===== src/hw/amc_pkg.sv =====
package amc_pkg;
   localparam int DATA_W = 12;
   localparam int REG_W = 16;
   // register indices; byte address is four times the index
   localparam logic [3:0] IDX_CONFIG = 4'h0;
   localparam logic [3:0] IDX_I_RANGE = 4'h3;
   localparam logic [3:0] IDX_Q_RANGE = 4'hb;
   localparam logic [7:0] ADDR_CONFIG = {2'h0, IDX_CONFIG, 2'h0};
   localparam logic [7:0] ADDR_I_RANGE = {2'h0, IDX_I_RANGE, 2'h0};
   localparam logic [7:0] ADDR_Q_RANGE = {2'h0, IDX_Q_RANGE, 2'h0};
   localparam logic [7:0] ADDR_STATUS = 8'h40;
   // configuration field positions
   localparam int CFG_CAL = 15;
   localparam int CFG_PHASE = 14;
   localparam int CFG_PATTERN = 12;
   localparam int CFG_I_SLEEP = 11;
   localparam int CFG_Q_SLEEP = 10;
   localparam int CFG_INTERLEAVE = 7;
   localparam int CFG_Q_INPUT = 6;
   localparam int CFG_BOTH_INPUTS = 5;
   localparam int CFG_SDR = 2;
   localparam logic [15:0] CONFIG_RESET = 16'h2000;
   localparam logic [15:0] RANGE_RESET = 16'h4000;
   // status field positions
   localparam int ST_CAL_RUN = 0;
   localparam int ST_VALID = 1;
   localparam int ST_REG_MODE = 2;
   localparam int ST_INTERLEAVE = 3;
   localparam int ST_NON_DEMUX = 4;
   localparam int ST_INPUT_SEL = 5;
   localparam int ST_PHASE_SEL = 7;
   localparam int ST_I_SLEEP = 9;
   localparam int ST_Q_SLEEP = 10;
   localparam int ST_PATTERN = 11;
   localparam int ST_RANGE_FAULT = 12;
   localparam int ST_RECAL = 13;
   localparam int ST_POR_SKIPPED = 14;
   // clock rate in MHz; timing in sampling clock cycles
   localparam int CLK_MHZ = 125;
   localparam int FLUSH_CYCLES = 60;
   localparam int TRIM_LOW_HOLD = 1280;
   localparam int TRIM_HIGH_HOLD = 1280;
   localparam int CAL_RUN_CYCLES = 4096;
   localparam int WAIT_SHORT_CYCLES = 8192;
   localparam int WAIT_LONG_CYCLES = 65536;

   typedef enum logic [1:0] {
      AMC_DDR_0 = 2'b00,
      AMC_DDR_90 = 2'b01,
      AMC_SDR_FALL = 2'b10,
      AMC_SDR_RISE = 2'b11
   } amc_phase_t;

   typedef enum logic [1:0] {
      AMC_IN_I = 2'b00,
      AMC_IN_Q = 2'b01,
      AMC_IN_BOTH = 2'b10
   } amc_input_t;

   typedef enum logic [1:0] {
      AMC_POR_WAIT = 2'b00,
      AMC_CAL = 2'b01,
      AMC_FLUSH = 2'b10,
      AMC_RUN = 2'b11
   } amc_state_t;
endpackage


===== src/hw/amc_sync.sv =====
`timescale 1ns/10ps
module amc_sync #(
   parameter int WIDTH = 1,
   parameter logic [WIDTH-1:0] INIT = '0
) (
   input wire logic mclk,
   input wire logic resetn,
   input wire logic ce,
   input wire logic [WIDTH-1:0] async,
   output logic [WIDTH-1:0] synced
);
   logic [WIDTH-1:0] meta;

   always_ff @(posedge mclk or negedge resetn)
   begin
      if (!resetn)
      begin
         meta <= INIT;
         synced <= INIT;
      end
      else if (ce)
      begin
         meta <= async;
         synced <= meta;
      end
   end
endmodule // amc_sync


===== src/hw/amc_mode_ctrl.sv =====
// Functional notes
// - non-demux gives full-rate single bus; demux gives half rate on two buses
// - demux choice comes only from non_demux_select pin in both control modes
// - separate channels demux 1:2 each; interleaved pair demux 1:4 or none
// - non-demux forces double rate 0 degree; demux allows 0/90 and rise/fall
// - serial enable high gives pin control, registers idle, pins rule everything
// - dual edge select high interleaves rising/falling channels, low keeps them independent
// - pin control interleaves I input only; register mode may pick Q or both
// - register control enables interleave through config bit 7
// - non_demux_select low means demux, high non-demux; bus counts follow
// - ddr_phase_select picks 0/90 at double rate, falling/rising at single rate
// - 0 degree data moves with strobe edge, 90 degree midway, both strobes alike
// - register control takes phase from config bit 14, not pin
// - trim request high at power-up skips power-on calibration
// - register control ORs calibration pin with config bit 15
// - trim_start_delay_select picks short or long power-on wait in both modes
// - high i_path_sleep powers I down and floats its buses
// - after sleep the pipeline is flushed before data counts valid
// - register control sleeps I channel on pin or config bit 11
// - q_path_sleep controls Q likewise, with config bit 10 in register mode
// - pattern select drives test pattern on all buses and overrange outputs
// - input range pin must be high; registers give per-channel range
//
// The address map and the APB interface to the registers were decided locally.
`timescale 1ns/10ps
module amc_mode_ctrl
   import amc_pkg::*;
#(
   parameter int LOW_HOLD = TRIM_LOW_HOLD,
   parameter int HIGH_HOLD = TRIM_HIGH_HOLD,
   parameter int CAL_CYCLES = CAL_RUN_CYCLES,
   parameter int WAIT_SHORT = WAIT_SHORT_CYCLES,
   parameter int WAIT_LONG = WAIT_LONG_CYCLES
) (
   input wire logic mclk,
   input wire logic resetn,
   input wire logic ce,
   input wire logic psel,
   input wire logic penable,
   input wire logic pwrite,
   input wire logic [7:0] paddr,
   input wire logic [31:0] pwdata,
   output logic [31:0] prdata,
   output logic pready,
   output logic pslverr,
   input wire logic serialControlEnableN,
   input wire logic dualEdgeSelect,
   input wire logic nonDemuxSelect,
   input wire logic ddrPhaseSelect,
   input wire logic trimCycleRequest,
   input wire logic trimStartDelaySelect,
   input wire logic iPathSleep,
   input wire logic qPathSleep,
   input wire logic patternOutputSelect,
   input wire logic inputRangeSelect,
   input wire logic [DATA_W-1:0] iSample,
   input wire logic [DATA_W-1:0] qSample,
   input wire logic iSampleOver,
   input wire logic qSampleOver,
   output logic [DATA_W-1:0] iOutBus,
   output logic [DATA_W-1:0] iOutBusEarly,
   output logic [DATA_W-1:0] qOutBus,
   output logic [DATA_W-1:0] qOutBusEarly,
   output logic iOutEnable,
   output logic qOutEnable,
   output logic iOverrange,
   output logic qOverrange,
   output logic iOutputStrobe,
   output logic qOutputStrobe,
   output logic calRunning,
   output logic dataValid,
   output logic [REG_W-1:0] iRange,
   output logic [REG_W-1:0] qRange
);
   localparam int CNT_W = 20;
   localparam logic [CNT_W-1:0] LOW_MAX = CNT_W'(LOW_HOLD);
   localparam logic [CNT_W-1:0] HIGH_MAX = CNT_W'(HIGH_HOLD);

   function automatic logic [CNT_W-1:0] satInc(input logic [CNT_W-1:0] v, input logic [CNT_W-1:0] lim);
      satInc = (v >= lim) ? lim : v + 1'b1;
   endfunction

   logic [9:0] pinSync;
   logic regModeN;
   logic dualEdgePin;
   logic nonDemux;
   logic phasePin;
   logic trimPin;
   logic delayPin;
   logic iSleepPin;
   logic qSleepPin;
   logic patternPin;
   logic rangePin;

   // two-stage pin sync; reset as both sleep pins floating, pin control, range high
   amc_sync #(.WIDTH(10), .INIT(10'h2c1)) pinSyncer (
      .mclk(mclk),
      .resetn(resetn),
      .ce(ce),
      .async({inputRangeSelect, patternOutputSelect, qPathSleep, iPathSleep, trimStartDelaySelect,
              trimCycleRequest, ddrPhaseSelect, nonDemuxSelect, dualEdgeSelect, serialControlEnableN}),
      .synced(pinSync)
   );
   assign {rangePin, patternPin, qSleepPin, iSleepPin, delayPin, trimPin, phasePin, nonDemux, dualEdgePin,
           regModeN} = pinSync;

   logic [REG_W-1:0] configReg;
   logic [REG_W-1:0] iRangeReg;
   logic [REG_W-1:0] qRangeReg;
   logic [REG_W-1:0] statusWord;
   logic regMode;
   logic interleave;
   amc_input_t inputSel;
   amc_phase_t phaseSel;
   logic sdrMode;
   logic iSleep;
   logic qSleep;
   logic pattern;
   logic calBit;
   logic apbAccess;
   logic apbDone;
   logic mapped;

   assign regMode = ~regModeN;
   assign apbAccess = psel & penable & ~pready;
   assign apbDone = psel & penable & pready;
   assign mapped = (paddr == ADDR_CONFIG) || (paddr == ADDR_I_RANGE) || (paddr == ADDR_Q_RANGE)
                   || (paddr == ADDR_STATUS);

   // interleave from pin in pin control
   // interleave from config bit 7 in register control
   assign interleave = regMode ? configReg[CFG_INTERLEAVE] : dualEdgePin;
   // pin and register calibration requests are ORed
   assign calBit = regMode & configReg[CFG_CAL];
   assign iSleep = iSleepPin | (regMode & configReg[CFG_I_SLEEP]);
   assign qSleep = qSleepPin | (regMode & configReg[CFG_Q_SLEEP]);
   assign pattern = patternPin | (regMode & configReg[CFG_PATTERN]);
   assign sdrMode = regMode & configReg[CFG_SDR];

   always_comb
   begin
      inputSel = AMC_IN_I;
      if (regMode && configReg[CFG_BOTH_INPUTS])
         inputSel = AMC_IN_BOTH;
      else if (regMode && configReg[CFG_Q_INPUT])
         inputSel = AMC_IN_Q;
   end

   // phase from bit 14 in register control, else pin
   // non-demux allows double rate 0 degree only
   always_comb
   begin
      logic sel;
      sel = regMode ? configReg[CFG_PHASE] : phasePin;
      if (nonDemux)
         phaseSel = AMC_DDR_0;
      else if (sdrMode)
         phaseSel = sel ? AMC_SDR_RISE : AMC_SDR_FALL;
      else
         phaseSel = sel ? AMC_DDR_90 : AMC_DDR_0;
   end

   // apb: one wait state, registered answer
   always_ff @(posedge mclk or negedge resetn)
   begin
      if (!resetn)
      begin
         pready <= 1'b0;
         pslverr <= 1'b0;
         prdata <= 32'h0;
      end
      else if (ce)
      begin
         pready <= apbAccess;
         pslverr <= apbAccess & ~mapped;
         if (apbAccess && !pwrite)
         begin
            unique case (paddr)
               ADDR_CONFIG: prdata <= {16'h0, configReg};
               ADDR_I_RANGE: prdata <= {16'h0, iRangeReg};
               ADDR_Q_RANGE: prdata <= {16'h0, qRangeReg};
               ADDR_STATUS: prdata <= {16'h0, statusWord};
               default: prdata <= 32'h0;
            endcase
         end
      end
   end

   // registers held at reset values while pin control is selected
   always_ff @(posedge mclk or negedge resetn)
   begin
      if (!resetn)
      begin
         configReg <= CONFIG_RESET;
         iRangeReg <= RANGE_RESET;
         qRangeReg <= RANGE_RESET;
      end
      else if (ce)
      begin
         if (!regMode)
         begin
            configReg <= CONFIG_RESET;
            iRangeReg <= RANGE_RESET;
            qRangeReg <= RANGE_RESET;
         end
         else if (apbDone && pwrite)
         begin
            if (paddr == ADDR_CONFIG)
               configReg <= pwdata[REG_W-1:0];
            if (paddr == ADDR_I_RANGE)
               iRangeReg <= pwdata[REG_W-1:0];
            if (paddr == ADDR_Q_RANGE)
               qRangeReg <= pwdata[REG_W-1:0];
         end
      end
   end

   // pin control fixes both channels at RANGE_RESET; registers split them
   always_ff @(posedge mclk or negedge resetn)
   begin
      if (!resetn)
      begin
         iRange <= RANGE_RESET;
         qRange <= RANGE_RESET;
      end
      else if (ce)
      begin
         iRange <= regMode ? iRangeReg : RANGE_RESET;
         qRange <= regMode ? qRangeReg : RANGE_RESET;
      end
   end

   // calibration request: low hold then high hold, rising edge of combined level
   logic calLevel;
   logic calLevelPrev;
   logic [CNT_W-1:0] lowCount;
   logic [CNT_W-1:0] highCount;
   logic armed;
   logic calRequest;

   assign calLevel = trimPin | calBit;

   // qualify the request by the hold times the controller keeps
   always_ff @(posedge mclk or negedge resetn)
   begin
      if (!resetn)
      begin
         calLevelPrev <= 1'b0;
         lowCount <= '0;
         highCount <= '0;
         armed <= 1'b0;
         calRequest <= 1'b0;
      end
      else if (ce)
      begin
         calLevelPrev <= calLevel;
         calRequest <= 1'b0;
         if (!calLevel)
         begin
            highCount <= '0;
            lowCount <= satInc(lowCount, LOW_MAX);
            if (lowCount >= LOW_MAX - 1'b1)
               armed <= 1'b1;
         end
         else
         begin
            lowCount <= '0;
            highCount <= satInc(highCount, HIGH_MAX);
            if (calLevelPrev && armed && highCount >= HIGH_MAX - 1'b1)
            begin
               calRequest <= 1'b1;
               armed <= 1'b0;
            end
            else if (!calLevelPrev && !armed)
               armed <= 1'b0;
         end
      end
   end

   // power-on wait, calibration run and pipeline flush
   amc_state_t state;
   logic [CNT_W-1:0] seqCount;
   logic porCaught;
   logic porSkipped;
   logic iSleepPrev;
   logic qSleepPrev;
   logic wake;
   logic recalAdvised;
   logic [REG_W-1:0] iRangePrev;
   logic [REG_W-1:0] qRangePrev;

   assign wake = (iSleepPrev & ~iSleep) | (qSleepPrev & ~qSleep);

   always_ff @(posedge mclk or negedge resetn)
   begin
      if (!resetn)
      begin
         state <= AMC_POR_WAIT;
         seqCount <= '0;
         porCaught <= 1'b0;
         porSkipped <= 1'b0;
         iSleepPrev <= 1'b1;
         qSleepPrev <= 1'b1;
      end
      else if (ce)
      begin
         iSleepPrev <= iSleep;
         qSleepPrev <= qSleep;
         unique case (state)
            AMC_POR_WAIT:
            begin
               seqCount <= seqCount + 1'b1;
               // request high at power-up skips calibration
               if (!porCaught && seqCount == CNT_W'(2))
               begin
                  porCaught <= 1'b1;
                  porSkipped <= trimPin;
               end
               // short or long wait before power-on calibration
               if (porCaught && porSkipped)
               begin
                  state <= AMC_FLUSH;
                  seqCount <= '0;
               end
               else if (seqCount >= (delayPin ? CNT_W'(WAIT_LONG - 1) : CNT_W'(WAIT_SHORT - 1)))
               begin
                  state <= AMC_CAL;
                  seqCount <= '0;
               end
            end
            AMC_CAL:
            begin
               seqCount <= seqCount + 1'b1;
               if (seqCount >= CNT_W'(CAL_CYCLES - 1))
               begin
                  state <= AMC_FLUSH;
                  seqCount <= '0;
               end
            end
            AMC_FLUSH, AMC_RUN:
            begin
               seqCount <= (state == AMC_FLUSH) ? seqCount + 1'b1 : '0;
               if (calRequest)
               begin
                  state <= AMC_CAL;
                  seqCount <= '0;
               end
               else if (wake)
               begin
                  state <= AMC_FLUSH;
                  seqCount <= '0;
               end
               else if (state == AMC_FLUSH && seqCount >= CNT_W'(FLUSH_CYCLES - 1))
                  state <= AMC_RUN;
            end
         endcase
      end
   end

   // advisory: recalibrate after wake, sleep entry or range change; set wins
   always_ff @(posedge mclk or negedge resetn)
   begin
      if (!resetn)
      begin
         recalAdvised <= 1'b0;
         iRangePrev <= RANGE_RESET;
         qRangePrev <= RANGE_RESET;
      end
      else if (ce)
      begin
         iRangePrev <= iRange;
         qRangePrev <= qRange;
         if (wake || (iSleep & ~iSleepPrev) || (qSleep & ~qSleepPrev)
             || iRange != iRangePrev || qRange != qRangePrev)
            recalAdvised <= 1'b1;
         else if (state == AMC_CAL)
            recalAdvised <= 1'b0;
      end
   end

   assign statusWord = {1'b0, porSkipped, recalAdvised, ~rangePin, pattern, qSleep, iSleep,
                        phaseSel, inputSel, nonDemux, interleave, regMode, dataValid, calRunning};

   // output path
   logic [DATA_W-1:0] patternCount;
   logic [DATA_W-1:0] iHeld;
   logic [DATA_W-1:0] qHeld;
   logic half;
   logic [DATA_W-1:0] iSrc;
   logic [DATA_W-1:0] qSrc;
   logic iOvSrc;
   logic qOvSrc;
   logic update;
   logic strobeStep;

   // test pattern replaces converter on buses and overrange
   assign iSrc = pattern ? patternCount : iSample;
   assign qSrc = pattern ? ~patternCount : qSample;
   assign iOvSrc = pattern ? patternCount[0] : iSampleOver;
   assign qOvSrc = pattern ? ~patternCount[0] : qSampleOver;
   // non-demux updates every cycle, demux every second cycle
   assign update = nonDemux | half;
   // 0 degree steps strobe with data, 90 degree between updates
   always_comb
   begin
      unique case (phaseSel)
         AMC_DDR_0: strobeStep = update;
         AMC_DDR_90: strobeStep = ~half;
         AMC_SDR_FALL, AMC_SDR_RISE: strobeStep = 1'b1;
      endcase
   end

   always_ff @(posedge mclk or negedge resetn)
   begin
      if (!resetn)
      begin
         patternCount <= '0;
         half <= 1'b0;
         iHeld <= '0;
         qHeld <= '0;
         iOutBus <= '0;
         iOutBusEarly <= '0;
         qOutBus <= '0;
         qOutBusEarly <= '0;
         iOverrange <= 1'b0;
         qOverrange <= 1'b0;
      end
      else if (ce)
      begin
         patternCount <= patternCount + 1'b1;
         // pin alone picks the demux mode
         half <= nonDemux ? 1'b0 : ~half;
         iHeld <= iSrc;
         qHeld <= qSrc;
         if (state == AMC_CAL)
         begin
            iOutBus <= '0;
            iOutBusEarly <= '0;
            qOutBus <= '0;
            qOutBusEarly <= '0;
            iOverrange <= 1'b0;
            qOverrange <= 1'b0;
         end
         else if (update)
         begin
            // demux pairs older sample onto early bus
            // early buses idle in non-demux mode
            iOutBus <= iSrc;
            qOutBus <= qSrc;
            iOutBusEarly <= nonDemux ? '0 : iHeld;
            qOutBusEarly <= nonDemux ? '0 : qHeld;
            iOverrange <= iOvSrc;
            qOverrange <= qOvSrc;
         end
      end
   end

   always_ff @(posedge mclk or negedge resetn)
   begin
      if (!resetn)
      begin
         iOutputStrobe <= 1'b0;
         qOutputStrobe <= 1'b0;
         iOutEnable <= 1'b0;
         qOutEnable <= 1'b0;
         calRunning <= 1'b0;
         dataValid <= 1'b0;
      end
      else if (ce)
      begin
         if (strobeStep)
         begin
            iOutputStrobe <= ~iOutputStrobe;
            qOutputStrobe <= ~iOutputStrobe;
         end
         iOutEnable <= ~iSleep;
         qOutEnable <= ~qSleep;
         calRunning <= (state == AMC_CAL);
         dataValid <= (state == AMC_RUN) && !calRequest && !wake;
      end
   end
endmodule // amc_mode_ctrl


===== config.mk =====
export PLATFORM = sky130hd
export DESIGN_NAME = amc_mode_ctrl
export DESIGN_NICKNAME = d
export VERILOG_FILES = /design/src/hw/amc_pkg.sv /design/src/hw/amc_sync.sv /design/src/hw/amc_mode_ctrl.sv
export SDC_FILE = /design/constraint.sdc
export NUM_CORES = 1
export LEC_CHECK = 0
export BUFFER_PORTS_ARGS = -buffer_cell sky130_fd_sc_hd__buf_4
export CAP_MARGIN = 40
export CORE_MARGIN = 2
export CORE_UTILIZATION = 45
export CTS_BUF_LIST = sky130_fd_sc_hd__clkbuf_2 sky130_fd_sc_hd__clkbuf_4 sky130_fd_sc_hd__clkbuf_8
export DETAILED_ROUTE_END_ITERATION = 12
export GPL_TIMING_DRIVEN = 1
export PLACE_DENSITY_LB_ADDON = 0.12
export SLEW_MARGIN = 5
export SYNTH_ARGS = -nofsm -noshare
export SYNTH_HDL_FRONTEND = slang
export SYNTH_SLANG_ARGS = --single-unit

===== constraint.sdc =====
create_clock -name mclk -period 2.63 [get_ports mclk]
set_input_delay 0.3945 -clock mclk [delete_from_list [all_inputs] [get_ports mclk]]
set_output_delay 0.3945 -clock mclk [all_outputs]
set_load 0.02 [all_outputs]

==> results of run 1 <==
-- power breakdown --
group          total [mW]  leakage, nW  internal (mW)  switching, mW
clock                4.45        0.584           2.54           1.91
combinational        3.84         3.27           1.76           2.08
sequential           6.93         3.99           5.93          0.996
total                15.2         7.85           10.2           4.99
-- kinds of logic after synthesis --
| group | synth area share |
|---|---|
| AO/OA/AOI/OAI | 0.124 |
| adder cells (fa/ha/maj) | 0.00892 |
| XOR/XNOR | 0.0425 |
| buffers and inverters | 0.0355 |
| multiplexers | 0.0830 |
| AND/OR/NAND/NOR | 0.148 |
| flip-flops | 0.558 |
| other | 0.000267 |
-- worst max-delay path, delay by kind of cell, from the launching register on --
kind                   cells  cell delay, ns
AO/OA/AOI/OAI              1            0.43
multiplexers               2            0.24
AND/OR/NAND/NOR            1            0.32
flip-flops                 1            0.60
buffers and inverters      1            0.33
XOR/XNOR                   1            0.17
-- worst max-delay path by stage --
stage                             start       endpoint  slack, ns  cells after the start
floorplan                      paddr[1]   iRangeReg[1]       0.55                      7
global placement               paddr[1]      prdata[5]       0.28                      5
detailed placement             paddr[1]      prdata[5]       0.28                      5
CTS                         seqCount[1]    seqCount[7]       0.44                      8
global route                seqCount[1]    seqCount[5]       0.29                      8
finish              pinSyncer.synced[0]  qOutputStrobe       0.43                      6
-- metal layers --
layer | up-vias | part of all wire | wire length, µm
met4 | 0 | 0.029 | 1020
met2 | 249 | 0.48 | 16700
li1 | 4833 | - | -
met1 | 4957 | 0.44 | 15300
met3 | 63 | 0.049 | 1720
met5 | - | 0 | 0
-- cells in the mapped netlist, types with 5 or more instances --
master,instances
a22o_1,14
nor2_2,10
buf_1,5
xor2_1,34
and3_1,8
o31ai_1,6
nor2_1,88
nand3_1,21
mux2_2,92
o2bb2ai_1,5
nor3_1,12
nand4_1,21
clkbuf_1,48
o21ai_0,90
a22oi_1,7
xnor2_1,34
mux2i_1,5
ha_1,10
o21ai_1,6
a21oi_1,46
a31o_2,31
or3_1,6
mux2_1,7
nor2b_1,63
buf_4,21
a21boi_0,12
buf_2,7
nand2_1,136
a31oi_1,5
nor4_1,16
dfstp_2,17
dfrtp_1,295
inv_1,19
o21a_1,6
a221oi_1,6
-- cell type report --
type / instances / area (µm²)
multi-input combinational: 871 / 5770
fill: 2777 / 13800
antenna: 2 / 5.00
inverter: 20 / 75.1
sequential: 312 / 7830
clock buffer: 88 / 1020
clock inverter: 5 / 62.6
tap: 396 / 495
timing repair buffer: 205 / 1650
-- per-stage QoR --
stage                util  instances  setup WS [ns]  hold slack, ns
floorplan               -       1287          0.555          0.0989
global placement    0.515       1802          0.284           0.416
detailed placement  0.516       1803          0.279           0.409
CTS                 0.551       1897          0.444          0.0150
global route        0.551       1897          0.286          0.0217
finish              0.551       1899          0.434          0.0563
-- flip-flops by register name (all words and copies together) (netlist names), 16 cells and up --
| name | count |
|---|---|
| highCount | 20 |
| lowCount | 20 |
| seqCount | 20 |
| configReg | 16 |
| iRangePrev | 16 |
| iRangeReg | 16 |
| iRange | 16 |
| prdata | 16 |
| qRangePrev | 16 |
| qRangeReg | 16 |
| qRange | 16 |
-- repair_timing --
item	4_1_cts	5_1_grt
hold endpoints to repair	57	0
endpoints found under the setup margin	0	0
hold buffers	1	0
==> impl_metrics.json, run 1 <==
{
  "drtAntennaViolNets": 0,
  "synth_seq_cells": 312,
  "syn_area_um2": 14000,
  "grt-ovfl-total": 0,
  "cts-root-buf": "clkbuf_8",
  "pin_count": 204,
  "final_area_um2": 16900,
  "clock_latency_ns": 0.57,
  "crit_path_cell_trace": "buf_4, mux2i_1, nor2_1, mux2i_1, o21ai_0, xnor2_1",
  "cts_buffer_depth": 3,
  "die-area_um2": 32600,
  "synth_cell_types": 72,
  "crit_type": "flop to flop",
  "period_needed_ns": 2.20,
  "crit_path_max_fanout": 26,
  "drc": 0,
  "yosysWarnings": 0,
  "synthFlopType": "dfrtp_1",
  "status": "completed",
  "synthArstFlopShare": 1.00,
  "slew_headroom": 0.567,
  "power_density_nw_per_um2": 900,
  "vias": 10100,
  "initial_core_util": 0.457,
  "cts_buffers": 52,
  "whs_endpoint": "pinSyncer.meta[5]",
  "cts_tree": "done",
  "period_share": 0.835,
  "finalSetupViolations": 0,
  "gp_congestion": 0.808,
  "place_area_um2": 15800,
  "port_buffers": 171,
  "avgRoutedWirePerCell_um": 18.3,
  "cp.required_ns": 3.11,
  "die_height_um": 181,
  "hold_path.class": "input pin to flop",
  "yosysTopAreaCell": "dfrtp_1",
  "post_cts_buffers": 0,
  "max-cap-violations": 0,
  "grt.total_usage": 0.216,
  "cts_resized": 0,
  "htreeDepth": 2,
  "hold_viol": 0,
  "rr_startpoint": "pinSyncer.synced[0]",
  "cts.sinks": 312,
  "reg2reg_depth": 6,
  "path_common_cell": "mux2i_1",
  "grt_busiest_layer": "met2",
  "worstHoldStart": "trimStartDelaySelect",
  "whs_path_depth": 2,
  "grt_setup_unrepaired": "no",
  "drtPass1Iterations": 5,
  "worstPathArrival_ns": 2.68,
  "yosysSeqAreaShare": 0.558,
  "fin_skew_ns": 0.0175,
  "grt_pass1_wl_mm": 56.6,
  "r2r_end": "qOutputStrobe",
  "slowest_stage": "dfstp_2",
  "layout_commonest_cell": "dfrtp_1",
  "worstMarginPinSlew_ns": 0.648,
  "row_count": 64,
  "mostFrequentLayoutCells": "dfrtp_1 (295), buf_4 (194), nand2_1 (136)",
  "dp_hpwl_mm": 23.7,
  "met2_usage": 0.356,
  "layout-area-overhead-vs-synth_pct": 20.6,
  "fin_nets": 1554,
  "met3_usage": 0.0398,
  "start_kind": "flop",
  "peakVddDrop_v": 0.000533,
  "die_x_um": 181,
  "drive_gt1_frac": 0.311,
  "critical_path.max_stage_delay_ns": 0.60,
  "grt_start_max_net_pins": 82,
  "r2r_slack_ns": 0.43,
  "drt_wl_total_mm": 34.7,
  "tns_ns": 0,
  "core_um2": 30700,
  "avgSynthCellArea_um2": 11.0,
  "met1_usage": 0.288,
  "power.total_mw": 15.2,
  "cp-end-kind": "flop",
  "yosysTopAreaCellShare": 0.526,
  "drt_iter0_markers": 541,
  "slew_violations": 0,
  "synthCells": 1272,
  "max_freq_mhz": 455,
  "grt_antenna_before_repair": 2,
  "grt_pass1_vias": 10200,
  "leakagePower_nw": 7.85,
  "avgViaCountPerCell": 5.32,
  "cts.clk_slew.worst_paths_ns": 0.06,
  "synth.area.top_cells": "dfrtp_1 (53%), mux2_2 (7.4%), nand2_1 (3.6%)",
  "synth_edf_count": 0
}
Power figures use the tool's default switching activity.
==> run 2, diff against run 1 <==
- clock period: 2.63 -> 1.9 ns (I/O delays scaled with it)
==> impl_metrics.json, run 2 (synthesis gave the netlist of run 1 again) <==
{
  "status": "finished, violations left",
  "violations": "setup timing",
  "cts-root-buf": "clkbuf_8",
  "peakVddDrop_v": 0.000785,
  "fin_skew_ns": 0.0357,
  "worstSetupPathDepth": 8,
  "vias": 10500,
  "fin_nets": 1663,
  "layout-area-overhead-vs-synth_pct": 30.7,
  "p_int_mw": 14.9,
  "fillerInstances": 2623,
  "whs_ns": 0.00939,
  "cts_buffer_depth": 3,
  "grt_pass1_vias": 10400,
  "drc": 0,
  "post-route-worst-setup-slack_ns": -0.0207,
  "core_um2": 30700,
  "cp_num_buf_inv": 3,
  "dp_hpwl_mm": 25.0,
  "instances_no_fill": 2005,
  "die_x_um": 181,
  "drtAntennaViolNets": 0,
  "pin_count": 204,
  "final_area_um2": 18300,
  "period_share": 1.01,
  "diodes": 0,
  "cp-end-kind": "flop",
  "grt_antenna_before_repair": 0,
  "crit_type": "flop to flop",
  "critical_path.max_stage_delay_ns": 0.41,
  "crit_start": "seqCount[11]",
  "clkPwrFrac": 0.286,
  "place_area_um2": 16500,
  "r2r_end": "seqCount[9]",
  "drt-met1-wl_mm": 15.9,
  "hold_viol": 0,
  "drtPass1Iterations": 5,
  "p_sw_frac": 0.328,
  "fin_util": 0.598,
  "die_height_um": 181,
  "grt_pass1_wl_mm": 57.1,
  "p_sw_mw": 7.25,
  "p_comb_frac": 0.280,
  "slowest_stage": "dfrtp_1",
  "routed-wl-met2_mm": 18.0,
  "finalSetupViolations": 6,
  "cts.clk_slew.worst_paths_ns": 0.06,
  "drive_gt1_frac": 0.374,
  "grt.total_usage": 0.219,
  "cts_buffers": 53,
  "drt_iter0_markers": 653,
  "slew_headroom": 0.595,
  "layout_commonest_cell": "dfrtp_1",
  "cts.sinks": 312,
  "max_freq_mhz": 521,
  "slew_violations": 0,
  "wl_met3_mm": 1.84,
  "pre_cts_ws_ns": -0.174,
  "crit_path_cell_trace": "nand3_2, nor4_4, buf_4, a31oi_4, buf_6, nor3_4, clkbuf_16, nor2_2",
  "cp.required_ns": 2.35,
  "reg2reg_depth": 8,
  "grt_setup_unrepaired": "yes",
  "drt_wl_total_mm": 36.6,
  "highest_layer": "met4",
  "max-cap-violations": 0,
  "mostFrequentLayoutCells": "dfrtp_1 (293), buf_4 (269), nand2_1 (135)",
  "worstPathArrival_ns": 2.37,
  "crit_path_end": "seqCount[9]",
  "avgViaCountPerCell": 5.26,
  "period_needed_ns": 1.92,
  "tns_ns": -0.0649,
  "crit_path_max_fanout": 8,
  "hold_path.class": "input pin to flop",
  "avgRoutedWirePerCell_um": 18.2,
  "initial_core_util": 0.457,
  "worstMarginPinSlew_ns": 0.607,
  "start_kind": "flop",
  "rr_startpoint": "seqCount[11]",
  "row_count": 64,
  "power_density_nw_per_um2": 1210,
  "die-area_um2": 32600,
  "largestRegisters": "highCount: 20 flops, lowCount: 20 flops, seqCount: 20 flops",
  "grt-ovfl-total": 0,
  "leakagePower_nw": 8.55,
  "clock_latency_ns": 0.59,
  "pwr-share-seq": 0.434,
  "power.total_mw": 22.1,
  "gp_congestion": 0.833,
  "r2r_slack_ns": -0.02,
  "placed_cells": 1880,
  "grt_start_max_net_pins": 104,
  "port_buffers": 171,
  "cts_tree": "done",
  "cp_top_family": "simple AND/OR/NAND/NOR gates",
  "htreeDepth": 2
}
-- run 2: cell count changes in the layout (fill, tap and decap cells not counted), moves of 8 or more --
cell	before	now
buf_4	194	269
mux2_4	0	19
dlygate4sd3_1	1	18
mux2_2	92	78
clkbuf_4	30	19
a21boi_0	12	2
buf_12	7	17
a21boi_1	0	8
clkbuf_8	58	66
-- run 2: worst min-delay path by stage --
stage | start | cells past startpoint | to | slack (ns)
finish | iSample[4] | 3 | iHeld[4] | 0.009
global route | iSample[3] | 3 | iHeld[3] | 0.007
CTS | iSampleOver | 3 | iOverrange | 0.01
detailed placement | resetn | 1 | highCount[0] | 0.27
global placement | resetn | 1 | highCount[0] | 0.28
floorplan | resetn | 0 | armed | -0.01
-- run 2: layer usage --
layer  up-vias  GRT usage
met5         -          0
met4         0     0.0655
met3        64     0.0414
met2       275      0.359
met1      5168      0.295
li1       5039          -
-- run 2: area by class of cell --
class | count | area (µm²) | share of cell area
clock inverters | 8 | 78.8 | 0.00430
inverters | 20 | 78.8 | 0.00430
well taps | 396 | 495 | 0.0270
repair buffers | 313 | 2710 | 0.148
multi-input cells | 871 | 6080 | 0.332
clock buffers | 85 | 1050 | 0.0573
flip-flops and latches | 312 | 7830 | 0.427
-- run 2: power groups by stage --
stage | sequential (mW) | combinational [mW] | clock, mW
floorplan | 9.99 | 2.70 | 0
global placement | 9.66 | 5.79 | 0
detailed placement | 9.71 | 5.88 | 0
CTS | 9.60 | 5.98 | 6.48
global route | 9.79 | 6.72 | 6.81
finish | 9.60 | 6.19 | 6.32
-- run 2: worst reg2reg max path: stages, from the launching register on --
cell,delay (ns)
dfrtp_1,0.41
nand3_2,0.13
nor4_4,0.30
buf_4,0.18
a31oi_4,0.09
buf_6,0.14
nor3_4,0.28
clkbuf_16,0.23
nor2_2,0.04
-- run 2: what timing repair did --
action                                  CTS  global route
gates cloned                              0             5
endpoints found under the hold margin    67             1
buffers inserted                          1             8
hold buffers                             17             1
endpoints found under the setup margin   65            90
resized for setup                        12            66
pin swaps                                 1            10
